### config.mk
export PLATFORM = sky130hd
export DESIGN_NAME = supply_and_pushbutton_reset
export DESIGN_NICKNAME = d
export VERILOG_FILES = /design/src/verilog/rst_seq_pkg.sv /design/src/verilog/supply_and_pushbutton_reset.sv
export VERILOG_INCLUDE_DIRS = /design/src /design/src/verilog
export SDC_FILE = /design/constraint.sdc
export NUM_CORES = 1
export LEC_CHECK = 0
export BUFFER_PORTS_ARGS = -buffer_cell sky130_fd_sc_hd__buf_2
export CAP_MARGIN = 25
export CORE_ASPECT_RATIO = 0.9
export CORE_UTILIZATION = 30
export CTS_BUF_LIST = sky130_fd_sc_hd__clkbuf_4 sky130_fd_sc_hd__clkbuf_8
export CTS_CLUSTER_SIZE = 16
export DETAILED_ROUTE_END_ITERATION = 10
export GPL_TIMING_DRIVEN = 0
export PLACE_DENSITY = 0.54
export SYNTH_ARGS = -nofsm -noshare
export SYNTH_HDL_FRONTEND = slang
export SYNTH_SLANG_ARGS = --single-unit
### constraint.sdc
create_clock -name MCLK -period 2.7 [get_ports MCLK]
set_clock_uncertainty 0.15 [all_clocks]
set_input_delay 0.54 -clock MCLK [delete_from_list [all_inputs] [get_ports MCLK]]
set_output_delay 0.54 -clock MCLK [all_outputs]
set_load 0.005 [all_outputs]
### src/verilog/rst_seq_params.svh
// Timing and filter constants for the supply and pushbutton reset sequencer.
// Assumes a 25 MHz MCLK; all counts are derived from times in their own units.
`ifndef RST_SEQ_PARAMS_SVH
`define RST_SEQ_PARAMS_SVH

`define CLK_PERIOD_NS       40
`define UV_FILTER_NS        13000
`define UV_FILTER_CYC       ((`UV_FILTER_NS + `CLK_PERIOD_NS - 1) / `CLK_PERIOD_NS)
`define SOFT_PULSE_US       100
`define SOFT_PULSE_CYC      ((`SOFT_PULSE_US * 1000) / `CLK_PERIOD_NS)
`define DEBOUNCE_MS         20
`define DEBOUNCE_CYC        ((`DEBOUNCE_MS * 1000000) / `CLK_PERIOD_NS)
`define LONG_PRESS_S        2
`define LONG_PRESS_CYC      ((`LONG_PRESS_S * 1000000000) / `CLK_PERIOD_NS)
`define RESET_PERIOD_MS     200
`define RESET_PERIOD_CYC    ((`RESET_PERIOD_MS * 1000000) / `CLK_PERIOD_NS)
`define CNT_W               26

`endif

### src/verilog/rst_seq_pkg.sv
// Types shared by the reset sequencer.
// Assumes the constants header is included by the design file.
package rst_seq_pkg;

    typedef enum logic [3:0] {
        PB_IDLE     = 4'b0001,
        PB_HELD     = 4'b0010,
        PB_DEBOUNCE = 4'b0100,
        PB_PULSE    = 4'b1000
    } pb_state_t;

    // Raw comparator results, high means the supply is below its threshold
    typedef struct packed {
        logic high_rail_uv;
        logic low_rail_uv;
        logic adj_rail_uv;
    } uv_in_t;

    // Strap detector results for the high-rail override
    typedef struct packed {
        logic rails_match;
        logic above_override;
    } strap_in_t;

endpackage : rst_seq_pkg

### src/verilog/supply_and_pushbutton_reset.sv
// Reset sequencer: supply undervoltage filtering, pushbutton soft and long
// press reset, reset period timing. Assumes comparator and strap detector
// results arrive synchronous to MCLK; pad pull-up is modelled in logic.
// CE low freezes every counter and flag, so time stops with it.
//
// Operation
// - Filter undervoltage for about 13 us.
// - Undriven pushbutton reads as released.
// - Short press gives 100 us soft pulse.
// - Soft pulse starts 20 ms after release.
// - Long press asserts reset, clears period counter.
// - Reset holds 200 ms after button release.
// - Supply reset blocks soft reset output.
// - Held button extends supply reset until release.
// - Strapped below 4.15 V ignores high rail.
// - Strapped above 4.15 V honours high rail.
// - Strapped mid range is a valid supply.
// - Strapped above 4.15 V monitors high rail.
// - Reset until 200 ms after supplies valid.
// - Active-high reset mirrors reset line inverted.
`include "rst_seq_params.svh"
`timescale 1ns/100ps
`default_nettype none

module supply_and_pushbutton_reset
    import rst_seq_pkg::*;
#(
    parameter logic [`CNT_W-1:0] DEBOUNCE_CYC   = `CNT_W'(`DEBOUNCE_CYC),
    parameter logic [`CNT_W-1:0] LONG_PRESS_CYC = `CNT_W'(`LONG_PRESS_CYC),
    parameter logic [`CNT_W-1:0] RESET_CYC      = `CNT_W'(`RESET_PERIOD_CYC)
) (
    input  wire logic      MCLK,
    input  wire logic      RST_N,
    input  wire logic      CE,
    input  wire uv_in_t    UV_IN,
    input  wire strap_in_t STRAP_IN,
    input  wire logic      PUSHBUTTON_IN_N,
    input  wire logic      PUSHBUTTON_IN_OE,
    input  wire logic      RESET_LINE_IN_N,
    output logic           RESET_OUT_N,
    output logic           RESET_OUT_N_OE,
    output logic           RESET_OUT,
    output logic           SOFT_RESET_OUT_N,
    output logic           SOFT_RESET_OUT_N_OE
);

    // ------------------------------------------------------------
    // Pushbutton input
    // ------------------------------------------------------------
    logic      pb_raw;
    logic      pb_meta_r;
    logic      pb_sync_r;

    // Floating pin reads high, as the internal pull-up would make it
    assign pb_raw = PUSHBUTTON_IN_OE ? PUSHBUTTON_IN_N : 1'b1;

    // Two flops; only the second is read by the logic
    always_ff @(posedge MCLK) begin
        if (!RST_N) begin
            pb_meta_r <= 1'b1;
            pb_sync_r <= 1'b1;
        end else if (CE) begin
            pb_meta_r <= pb_raw;
            pb_sync_r <= pb_meta_r;
        end
    end

    // ------------------------------------------------------------
    // Undervoltage filters
    // ------------------------------------------------------------
    localparam int UVW = $clog2(`UV_FILTER_CYC + 1);
    localparam logic [UVW-1:0] UV_CYC = UVW'(`UV_FILTER_CYC);

    logic [2:0] uv_raw;
    logic [2:0] uv_filt;
    logic       high_rail_masked;
    logic       low_rail_masked;

    // Strapped rails below the override level drop the high-rail result;
    // above it the high-rail comparator decides and the low rail is dropped.
    always_comb begin
        high_rail_masked = 1'b0;
        low_rail_masked  = 1'b0;
        unique case ({STRAP_IN.rails_match, STRAP_IN.above_override})
            2'b10: begin
                high_rail_masked = 1'b1;
            end
            2'b11: begin
                low_rail_masked = 1'b1;
            end
            2'b00,
            2'b01: begin
                // No strap seen: every rail counts
                high_rail_masked = 1'b0;
                low_rail_masked  = 1'b0;
            end
        endcase
    end

    assign uv_raw = {UV_IN.high_rail_uv && !high_rail_masked,
                     UV_IN.low_rail_uv && !low_rail_masked,
                     UV_IN.adj_rail_uv};

    generate
        for (genvar i = 0; i < 3; i++) begin : g_uv
            logic [UVW-1:0] cnt_r;
            logic           filt_r;
            logic           flip;

            // Symmetric filter: a glitch shorter than the window is ignored either way
            assign flip = (uv_raw[i] != filt_r) && (cnt_r == UV_CYC - UVW'(1));

            always_ff @(posedge MCLK) begin
                if (!RST_N) begin
                    cnt_r <= '0;
                end else if (CE) begin
                    if ((uv_raw[i] == filt_r) || flip) begin
                        cnt_r <= '0;
                    end else begin
                        cnt_r <= cnt_r + UVW'(1);
                    end
                end
            end

            // Starts out bad so the reset period runs once after power-up
            always_ff @(posedge MCLK) begin
                if (!RST_N) begin
                    filt_r <= 1'b1;
                end else if (CE && flip) begin
                    filt_r <= uv_raw[i];
                end
            end

            assign uv_filt[i] = filt_r;
        end
    endgenerate

    logic supply_bad;
    assign supply_bad = |uv_filt;

    // ------------------------------------------------------------
    // Pushbutton state machine
    // ------------------------------------------------------------
    pb_state_t        pb_state_r;
    logic [`CNT_W-1:0] pb_cnt_r;
    logic             long_press_r;
    logic             supply_rst_r;

    localparam logic [`CNT_W-1:0] PULSE_CYC = `CNT_W'(`SOFT_PULSE_CYC);

    // Set at the end of a long press, dropped once the button is seen released
    always_ff @(posedge MCLK) begin
        if (!RST_N) begin
            long_press_r <= 1'b0;
        end else if (CE) begin
            if (pb_state_r == PB_HELD) begin
                if (pb_sync_r) begin
                    long_press_r <= 1'b0;
                end else if (pb_cnt_r == LONG_PRESS_CYC - `CNT_W'(1)) begin
                    long_press_r <= 1'b1;
                end
            end
        end
    end

    // One press is handled at a time; a press during a pulse is ignored

    always_ff @(posedge MCLK) begin
        if (!RST_N) begin
            pb_state_r   <= PB_IDLE;
            pb_cnt_r     <= '0;
        end else if (CE) begin
            unique case (pb_state_r)
                PB_IDLE: begin
                    pb_cnt_r <= '0;
                    if (!pb_sync_r) begin
                        pb_state_r <= PB_HELD;
                    end
                end
                PB_HELD: begin
                    if (pb_sync_r) begin
                        pb_cnt_r <= '0;
                        if (long_press_r) begin
                            pb_state_r <= PB_IDLE;
                        end else begin
                            pb_state_r <= PB_DEBOUNCE;
                        end
                    end else if (!long_press_r && (pb_cnt_r != LONG_PRESS_CYC - `CNT_W'(1))) begin
                        pb_cnt_r <= pb_cnt_r + `CNT_W'(1);
                    end
                end
                PB_DEBOUNCE: begin
                    // Bounce restarts the wait instead of making more pulses
                    if (!pb_sync_r) begin
                        pb_cnt_r <= '0;
                    end else if (pb_cnt_r == DEBOUNCE_CYC - `CNT_W'(1)) begin
                        pb_cnt_r   <= '0;
                        pb_state_r <= PB_PULSE;
                    end else begin
                        pb_cnt_r <= pb_cnt_r + `CNT_W'(1);
                    end
                end
                PB_PULSE: begin
                    // A supply reset cancels a pending pulse rather than letting it out late
                    if (supply_rst_r || supply_bad) begin
                        pb_cnt_r   <= '0;
                        pb_state_r <= PB_IDLE;
                    end else if (pb_cnt_r == PULSE_CYC - `CNT_W'(1)) begin
                        pb_cnt_r   <= '0;
                        pb_state_r <= PB_IDLE;
                    end else begin
                        pb_cnt_r <= pb_cnt_r + `CNT_W'(1);
                    end
                end
                default: begin
                    pb_state_r <= PB_IDLE;
                end
            endcase
        end
    end

    // ------------------------------------------------------------
    // Reset period counter
    // ------------------------------------------------------------
    logic [`CNT_W-1:0] rst_cnt_r;
    logic             sys_rst_r;
    logic             hold_rst;

    // Long press holds until release; a press held through a supply reset
    // also holds until release.
    assign hold_rst = supply_bad || long_press_r
                   || (!pb_sync_r && sys_rst_r);

    logic rst_done;
    assign rst_done = (rst_cnt_r == RESET_CYC - `CNT_W'(1));

    // Cleared while idle so every reset gets a full period
    always_ff @(posedge MCLK) begin
        if (!RST_N) begin
            rst_cnt_r <= '0;
        end else if (CE) begin
            if (hold_rst || !sys_rst_r) begin
                rst_cnt_r <= '0;
            end else if (!rst_done) begin
                rst_cnt_r <= rst_cnt_r + `CNT_W'(1);
            end
        end
    end

    always_ff @(posedge MCLK) begin
        if (!RST_N) begin
            sys_rst_r <= 1'b1;
        end else if (CE) begin
            if (hold_rst) begin
                sys_rst_r <= 1'b1;
            end else if (rst_done) begin
                sys_rst_r <= 1'b0;
            end
        end
    end

    // ------------------------------------------------------------
    // Outputs
    // ------------------------------------------------------------
    logic soft_r;

    // Remembers a supply reset until its period ends; gates the soft pulse

    always_ff @(posedge MCLK) begin
        if (!RST_N) begin
            supply_rst_r <= 1'b1;
        end else if (CE) begin
            if (supply_bad) begin
                supply_rst_r <= 1'b1;
            end else if (!sys_rst_r) begin
                supply_rst_r <= 1'b0;
            end
        end
    end

    always_ff @(posedge MCLK) begin
        if (!RST_N) begin
            soft_r <= 1'b0;
        end else if (CE) begin
            // The processor may watch this line rather than wire it to reset
            soft_r <= (pb_state_r == PB_PULSE) && !supply_rst_r && !supply_bad;
        end
    end

    // Open-drain: pin only ever driven low
    assign RESET_OUT_N         = 1'b0;
    assign RESET_OUT_N_OE      = sys_rst_r;
    assign SOFT_RESET_OUT_N    = 1'b0;
    assign SOFT_RESET_OUT_N_OE = soft_r;
    // Follows the resolved line so other OR-tied sources show here too
    assign RESET_OUT           = !RESET_LINE_IN_N;

endmodule : supply_and_pushbutton_reset

`default_nettype wire

==> flow_summary.yaml, run 1 <==
clocking:
  clock_latency_ps: 380
  cts_buffers: 9
  clock-root-buffer: "clkbuf_8"
  hold_buffers: 0
  cts_sinks: 92
  cts_tree: "yes"
  htree_levels: 3
  cts.reportedPaths.clkPinSlew_ps: 100
  clockBufferDepth: 2
worst_setup_path:
  crit_path_end_kind: "register"
  slowest_stage: "or4_4"
  r2r_start: "pb_cnt_r[7]"
  cp.arrival_ps: 2730
  r2r_cells: 8
  cpPeakStageDelay_ps: 540
  critPathRequiredTime_ps: 2820
  crit_type: "register to register"
  cp_num_cells: 8
  r2r_end: "pb_cnt_r[5]"
  path_cells: "or3b_1 -> or4_4 -> o211ai_4 -> nand3_2 -> o31ai_4 -> buf_4 -> buf_6 -> nor2_1"
  timing.critical_path.max_delay_family: "simple AND/OR/NAND/NOR gates"
  startpoint: "pb_cnt_r[7]"
  crit_path_end: "pb_cnt_r[5]"
  r2r_setup_slack_ps: 90
  crit_path_max_fanout: 10
  critPathBufInv: 2
  start_kind: "register"
placement:
  hpwl_mm: 8.11
  io_buffers: 13
  gp_congestion: 0.841
  place_ws_ps: -226
  dp_cells: 786
  place_area_um2: 5150
routing:
  drt-initial-drc-count: 243
  route.detailed.drc: 0
  drt-pass1-iter-count: 5
  vias_per_cell: 5.21
  vias: 4191
  routed_wl_mm: 11.5
  wl_per_cell_um: 14.2
  final_antenna_net_count: 0
die:
  io_pins: 16
  die_y_um: 122
  die_w_um: 136
  coreArea_um2: 15600
  core.rowCount: 43
  die-area_um2: 16600
  initial_core_util_pct: 31.0
power_and_ir_drop:
  powerDensity_nw_per_um2: 476
  comb_power_share_pct: 11.5
  seq_power_share_pct: 53.4
  clkPwrFrac_pct: 35.1
  leakage_nw: 1.88
  power.switching_mw: 0.760
  finalPower_mw: 2.60
  vdd_drop_max_uv: 324
  intPower_mw: 1.84
  swShare_pct: 29.2
finish:
  drive_gt1_share_pct: 13.6
  area_growth_pct: 13.2
  final_cell_count_no_fill: 805
  layout_commonest_cell: "dfxtp_1"
  mostFrequentLayoutCells: "dfxtp_1, nor2_1, nand2_1"
  fin_util_pct: 35.1
  final_area_um2: 5470
  nets: 617
  antenna_cells: 0
logic_synthesis:
  seq_area_frac_synth_pct: 38.1
  synth_edf_count: 0
  synth_flop_cell: "dfxtp_1"
  synth_compound_area_share_pct: 11.1
  synth-seq-cells: 92
  synth_top_family_by_area: "simple AND/OR/NAND/NOR gates"
  yosys.area_share.simple_pct: 34.0
  avgSynthCellArea_um2: 8.48
  yosys.area_share.xor_xnor_pct: 8.88
  synthCells: 570
  ys_warn_count: 0
  syn-cell-area_um2: 4830
  synth.mux.area_fraction_pct: 1.45
  synthAdderAreaFrac_pct: 2.07
  synth.distinct_cells: 68
  async_reset_ff_share_pct: 0
global_routing:
  grt_use_total_pct: 14.7
  grt_pass1_vias: 3864
  antenna_found_initial: 0
  grt.overflow.total: 0
  grt_pass1_wl_mm: 19.3
  grt_max_degree: 19
sta:
  drv_slew: 0
  max_freq_mhz: 383
  tightest_slew_ps: 712
  report.final.setup_viol: 0
  hold_slack_ps: 296
  min_period_ps: 2610
  grt_setup_unrepaired: "true"
  report.final.hold_viol_count: 0
  setup_tns_ps: 0
  min_period_over_period_pct: 96.6
  slew_headroom_pct: 52.4
  finalWorstSetupSlack_ps: 90.5
worst_hold_path:
  hold_class: "input port to register"
flow_run:
  maxCapViolations: 0
status:
  outcome: "finished clean"
==> timing repair <==
| item | in CTS | in global routing |
|---|---|---|
| pin swaps | 1 | 2 |
| setup endpoints to repair | 24 | 43 |
| gates resized for setup | 8 | 15 |
| setup buffers | 1 | 4 |
==> metal layers <==
layer  part of all wire, %  track usage (%)  up-vias
met1                    51             20.6     1963
met5                     0                0        -
met3                   3.3             2.02       14
met4                   1.5             5.83        0
met2                    44             22.5       87
li1                      -                -     2127
==> cell usage after synthesis (all sizes together) (2+ instances only) <==
cell type | n | area [um2]
a21boi | 5 | 37.5
a21oi | 17 | 85.1
a311oi | 2 | 23.8
a31oi | 4 | 25.0
and2 | 7 | 43.8
and3 | 19 | 124
and4 | 7 | 61.3
buf | 14 | 101
clkbuf | 13 | 50.0
dfxtp | 92 | 1840
ha | 8 | 100
inv | 15 | 56.3
mux2i | 7 | 70.1
nand2 | 46 | 173
nand2b | 6 | 37.5
nand3 | 41 | 210
nand3b | 2 | 15.0
nand4 | 27 | 175
nand4b | 4 | 35.0
nor2 | 62 | 235
nor2b | 5 | 31.3
nor3 | 6 | 30.0
nor4 | 10 | 68.8
nor4b | 9 | 91.3
o2111ai | 2 | 17.5
o211ai | 10 | 80.1
o21ai | 23 | 115
o311ai | 2 | 17.5
o31ai | 8 | 73.8
or3 | 14 | 87.6
or3b | 3 | 26.3
or4 | 12 | 90.1
or4b | 5 | 53.8
xnor2 | 11 | 96.3
xor2 | 38 | 333
==> flip-flops by register name, summed over array words and instances, names as in the netlist <==
signal,cells
pb_state_r,4
pb_sync_r,1
rst_cnt_r,26
g_uv.filt_r,3
g_uv.cnt_r,27
pb_cnt_r,26
supply_rst_r,1
pb_meta_r,1
RESET_OUT_N_OE,1
SOFT_RESET_OUT_N_OE,1
long_press_r,1
==> power groups by stage <==
stage / Combinational [mW] / Sequential (mW) / Clock [mW]
3_5_place_dp: 0.276 / 1.42 / 0
2_1_floorplan: 0.204 / 1.42 / 0
5_1_grt: 0.327 / 1.39 / 1.00
3_3_place_gp: 0.274 / 1.42 / 0
4_1_cts: 0.293 / 1.39 / 0.950
6_report: 0.300 / 1.39 / 0.913
==> layout make-up <==
class	count	area (um2)
inverters	15	56.3
clock inverters	7	63.8
fillers	1629	10100
repair buffers	18	103
clock buffers	9	124
multi-input cells	437	2880
flip-flops and latches	92	1850
plain buffers	25	148
well taps	202	253
==> tightest hold or removal path: stages <==
cell and delay [ps]:
buf_2 110, nand3_1 70, nand3_1 70
==> worst min path at each step <==
| stage | cells past startpoint | to | startpoint | slack (ps) |
|---|---|---|---|---|
| 2_1_floorplan | 2 | pb_sync_r | pb_meta_r | 290 |
| 3_5_place_dp | 2 | rst_cnt_r[17] | rst_cnt_r[17] | 320 |
| 4_1_cts | 3 | g_uv[0].filt_r | UV_IN[0] | 270 |
| 3_3_place_gp | 2 | pb_sync_r | pb_meta_r | 310 |
| 6_report | 3 | g_uv[0].filt_r | UV_IN[0] | 300 |
| 5_1_grt | 3 | g_uv[0].filt_r | UV_IN[0] | 300 |
==> cells by family after synthesis <==
family / count (synthesis)
AO/OA/AOI/OAI: 80
XOR/XNOR: 49
flip-flops: 92
buffers and inverters: 42
AND/OR/NAND/NOR: 291
other: 1
adder cells (fa/ha/maj): 8
multiplexers: 7
No activity file was read; power rests on OpenSTA's default activity.
==> run 2, diff against run 1 <==
Clock period 2.7 ns to 3.2 ns, I/O delays scaled along.
==> run 2 against run 1 <==
Cell area is 2.4% lower. Cell count decreased by 0.50%. Hold slack improved by 39 ps. Die area unchanged. Sequential share of layout area increased by 0.74 points. Critical path depth increased by 1. Flip-flop and latch count is the same.
==> flow_summary.yaml, run 2 (synthesis gave the netlist of run 1 again) <==
status:
  outcome: "finished clean"
finish:
  antenna_cells: 0
  largest-register: "g_uv.cnt_r"
  largest_reg_flops: 27
  area_growth_pct: 10.5
  nets: 613
  top_regs: "g_uv.cnt_r: 27 flops, pb_cnt_r: 26 flops, rst_cnt_r: 26 flops"
  mostFrequentLayoutCells: "dfxtp_1, nor2_1, nand2_1"
  n_fill_cell: 1633
  fin_util_pct: 34.2
  layout_commonest_cell: "dfxtp_1"
  drive_gt1_share_pct: 10.0
worst_setup_path:
  path_cells: "ha_1 -> and2_1 -> nor4b_1 -> a31oi_1 -> o21ai_1 -> buf_2 -> buf_4 -> nand3_1 -> o311ai_0"
  crit_path_end_kind: "register"
  critPathRequiredTime_ps: 3310
  r2r_setup_slack_ps: 300
  crit_type: "register to register"
  r2r_cells: 9
  r2r_end: "pb_cnt_r[4]"
  r2r_start: "pb_cnt_r[0]"
  timing.critical_path.max_delay_family: "simple AND/OR/NAND/NOR gates"
  slowest_stage: "dfxtp_1"
  critPathBufInv: 2
  crit_path_max_fanout: 10
  cp.arrival_ps: 3010
  start_kind: "register"
  cpPeakStageDelay_ps: 400
clocking:
  cts_resized: 0
  hold_buffers: 0
  htree_levels: 3
  postCtsSetupBuffers: 0
  clock_latency_ps: 380
  cts_sinks: 92
  clockBufferDepth: 2
  clock-root-buffer: "clkbuf_8"
  cts.reportedPaths.clkPinSlew_ps: 90
  cts_tree: "yes"
  cts_buffers: 9
flow_run:
  maxCapViolations: 0
routing:
  wl_per_cell_um: 14.1
  drt-pass1-iter-count: 5
  route.detailed.drc: 0
  vias_per_cell: 5.26
  routed_wl_mm: 11.3
  vias: 4216
  final_antenna_net_count: 0
  drt-initial-drc-count: 303
global_routing:
  grt_pass1_vias: 3853
  grt.overflow.total: 0
  grt_max_degree: 19
  antenna_found_initial: 0
  grt_pass1_wl_mm: 19.3
  grt_use_total_pct: 14.6
die:
  die-area_um2: 16600
  core.rowCount: 43
  initial_core_util_pct: 31.0
  die_w_um: 136
  io_pins: 16
  die_y_um: 122
  coreArea_um2: 15600
power_and_ir_drop:
  powerDensity_nw_per_um2: 408
  finalPower_mw: 2.18
  vdd_drop_max_uv: 240
  leakage_nw: 1.81
sta:
  slew_headroom_pct: 38.6
  min_period_ps: 2900
  max_freq_mhz: 345
  report.final.hold_viol_count: 0
  min_period_over_period_pct: 90.6
  grt_setup_unrepaired: "false"
  tightest_slew_ps: 915
  drv_slew: 0
  report.final.setup_viol: 0
  setup_tns_ps: 0
placement:
  io_buffers: 13
  hpwl_mm: 8.11
  gp_congestion: 0.841
worst_hold_path:
  hold_start: "rst_cnt_r[17]"
  worstHoldEndpoint: "rst_cnt_r[17]"
  hold_class: "register to register"
  whs_path_depth: 2
run 2: cell count changes in the layout (fill, tap and decap cells not counted), sizes merged:
cell / previous run / this run
buf: 32 / 27
clkbuf: 20 / 21
run 2: report_power, final:
group | internal, mW | switching, mW
sequential | 1.16 | 0.0138
combinational | 0.0861 | 0.150
clock | 0.301 | 0.470
total | 1.55 | 0.633
run 2: metrics by stage:
step                      instances  cell area [um2]  hold WS [ps]  setup slack (ps)
after detailed placement        786             5150           321               267
after global placement          786             5150           306               257
after global routing            801             5340           363               124
final                           801             5340           335               301
after floorplan                 571             4840           290               776
after CTS                       802             5340           336               228
run 2: per-layer routing:
layer	share of wire [%]	global-route usage [%]	up-vias
met4	1.8	5.83	0
li1	-	-	2122
met5	0	0	-
met1	51	20.6	1972
met2	44	22.3	106
met3	3.7	2.02	16
run 2: worst max path at each step:
| stage | start | to | slack [ps] | cells past startpoint |
|---|---|---|---|---|
| final | pb_cnt_r[0] | pb_cnt_r[4] | 300 | 9 |
| after global routing | pb_cnt_r[0] | pb_cnt_r[6] | 120 | 9 |
| after CTS | pb_cnt_r[0] | pb_cnt_r[4] | 230 | 10 |
| after detailed placement | CE | pb_cnt_r[13] | 270 | 8 |
| after global placement | pb_cnt_r[0] | pb_cnt_r[0] | 260 | 10 |
| after floorplan | CE | pb_cnt_r[13] | 780 | 7 |
run 2: layout make-up:
class,instances,area [um2],share of cell area (%)
Multi-Input combinational cell,437,2790,52.2
Sequential cell,92,1840,34.5
Tap cell,202,253,4.74
Buffer,26,148,2.77
Clock buffer,9,124,2.32
Timing Repair Buffer,13,65.1,1.22
Clock inverter,7,63.8,1.20
Inverter,15,56.3,1.05
run 2: worst register-to-register path: stages, from the launching register on:
cell and delay (ps):
dfxtp_1 400, ha_1 280, and2_1 380, nor4b_1 350, a31oi_1 240, o21ai_1 250
buf_2 290, buf_4 240, nand3_1 90, o311ai_0 120
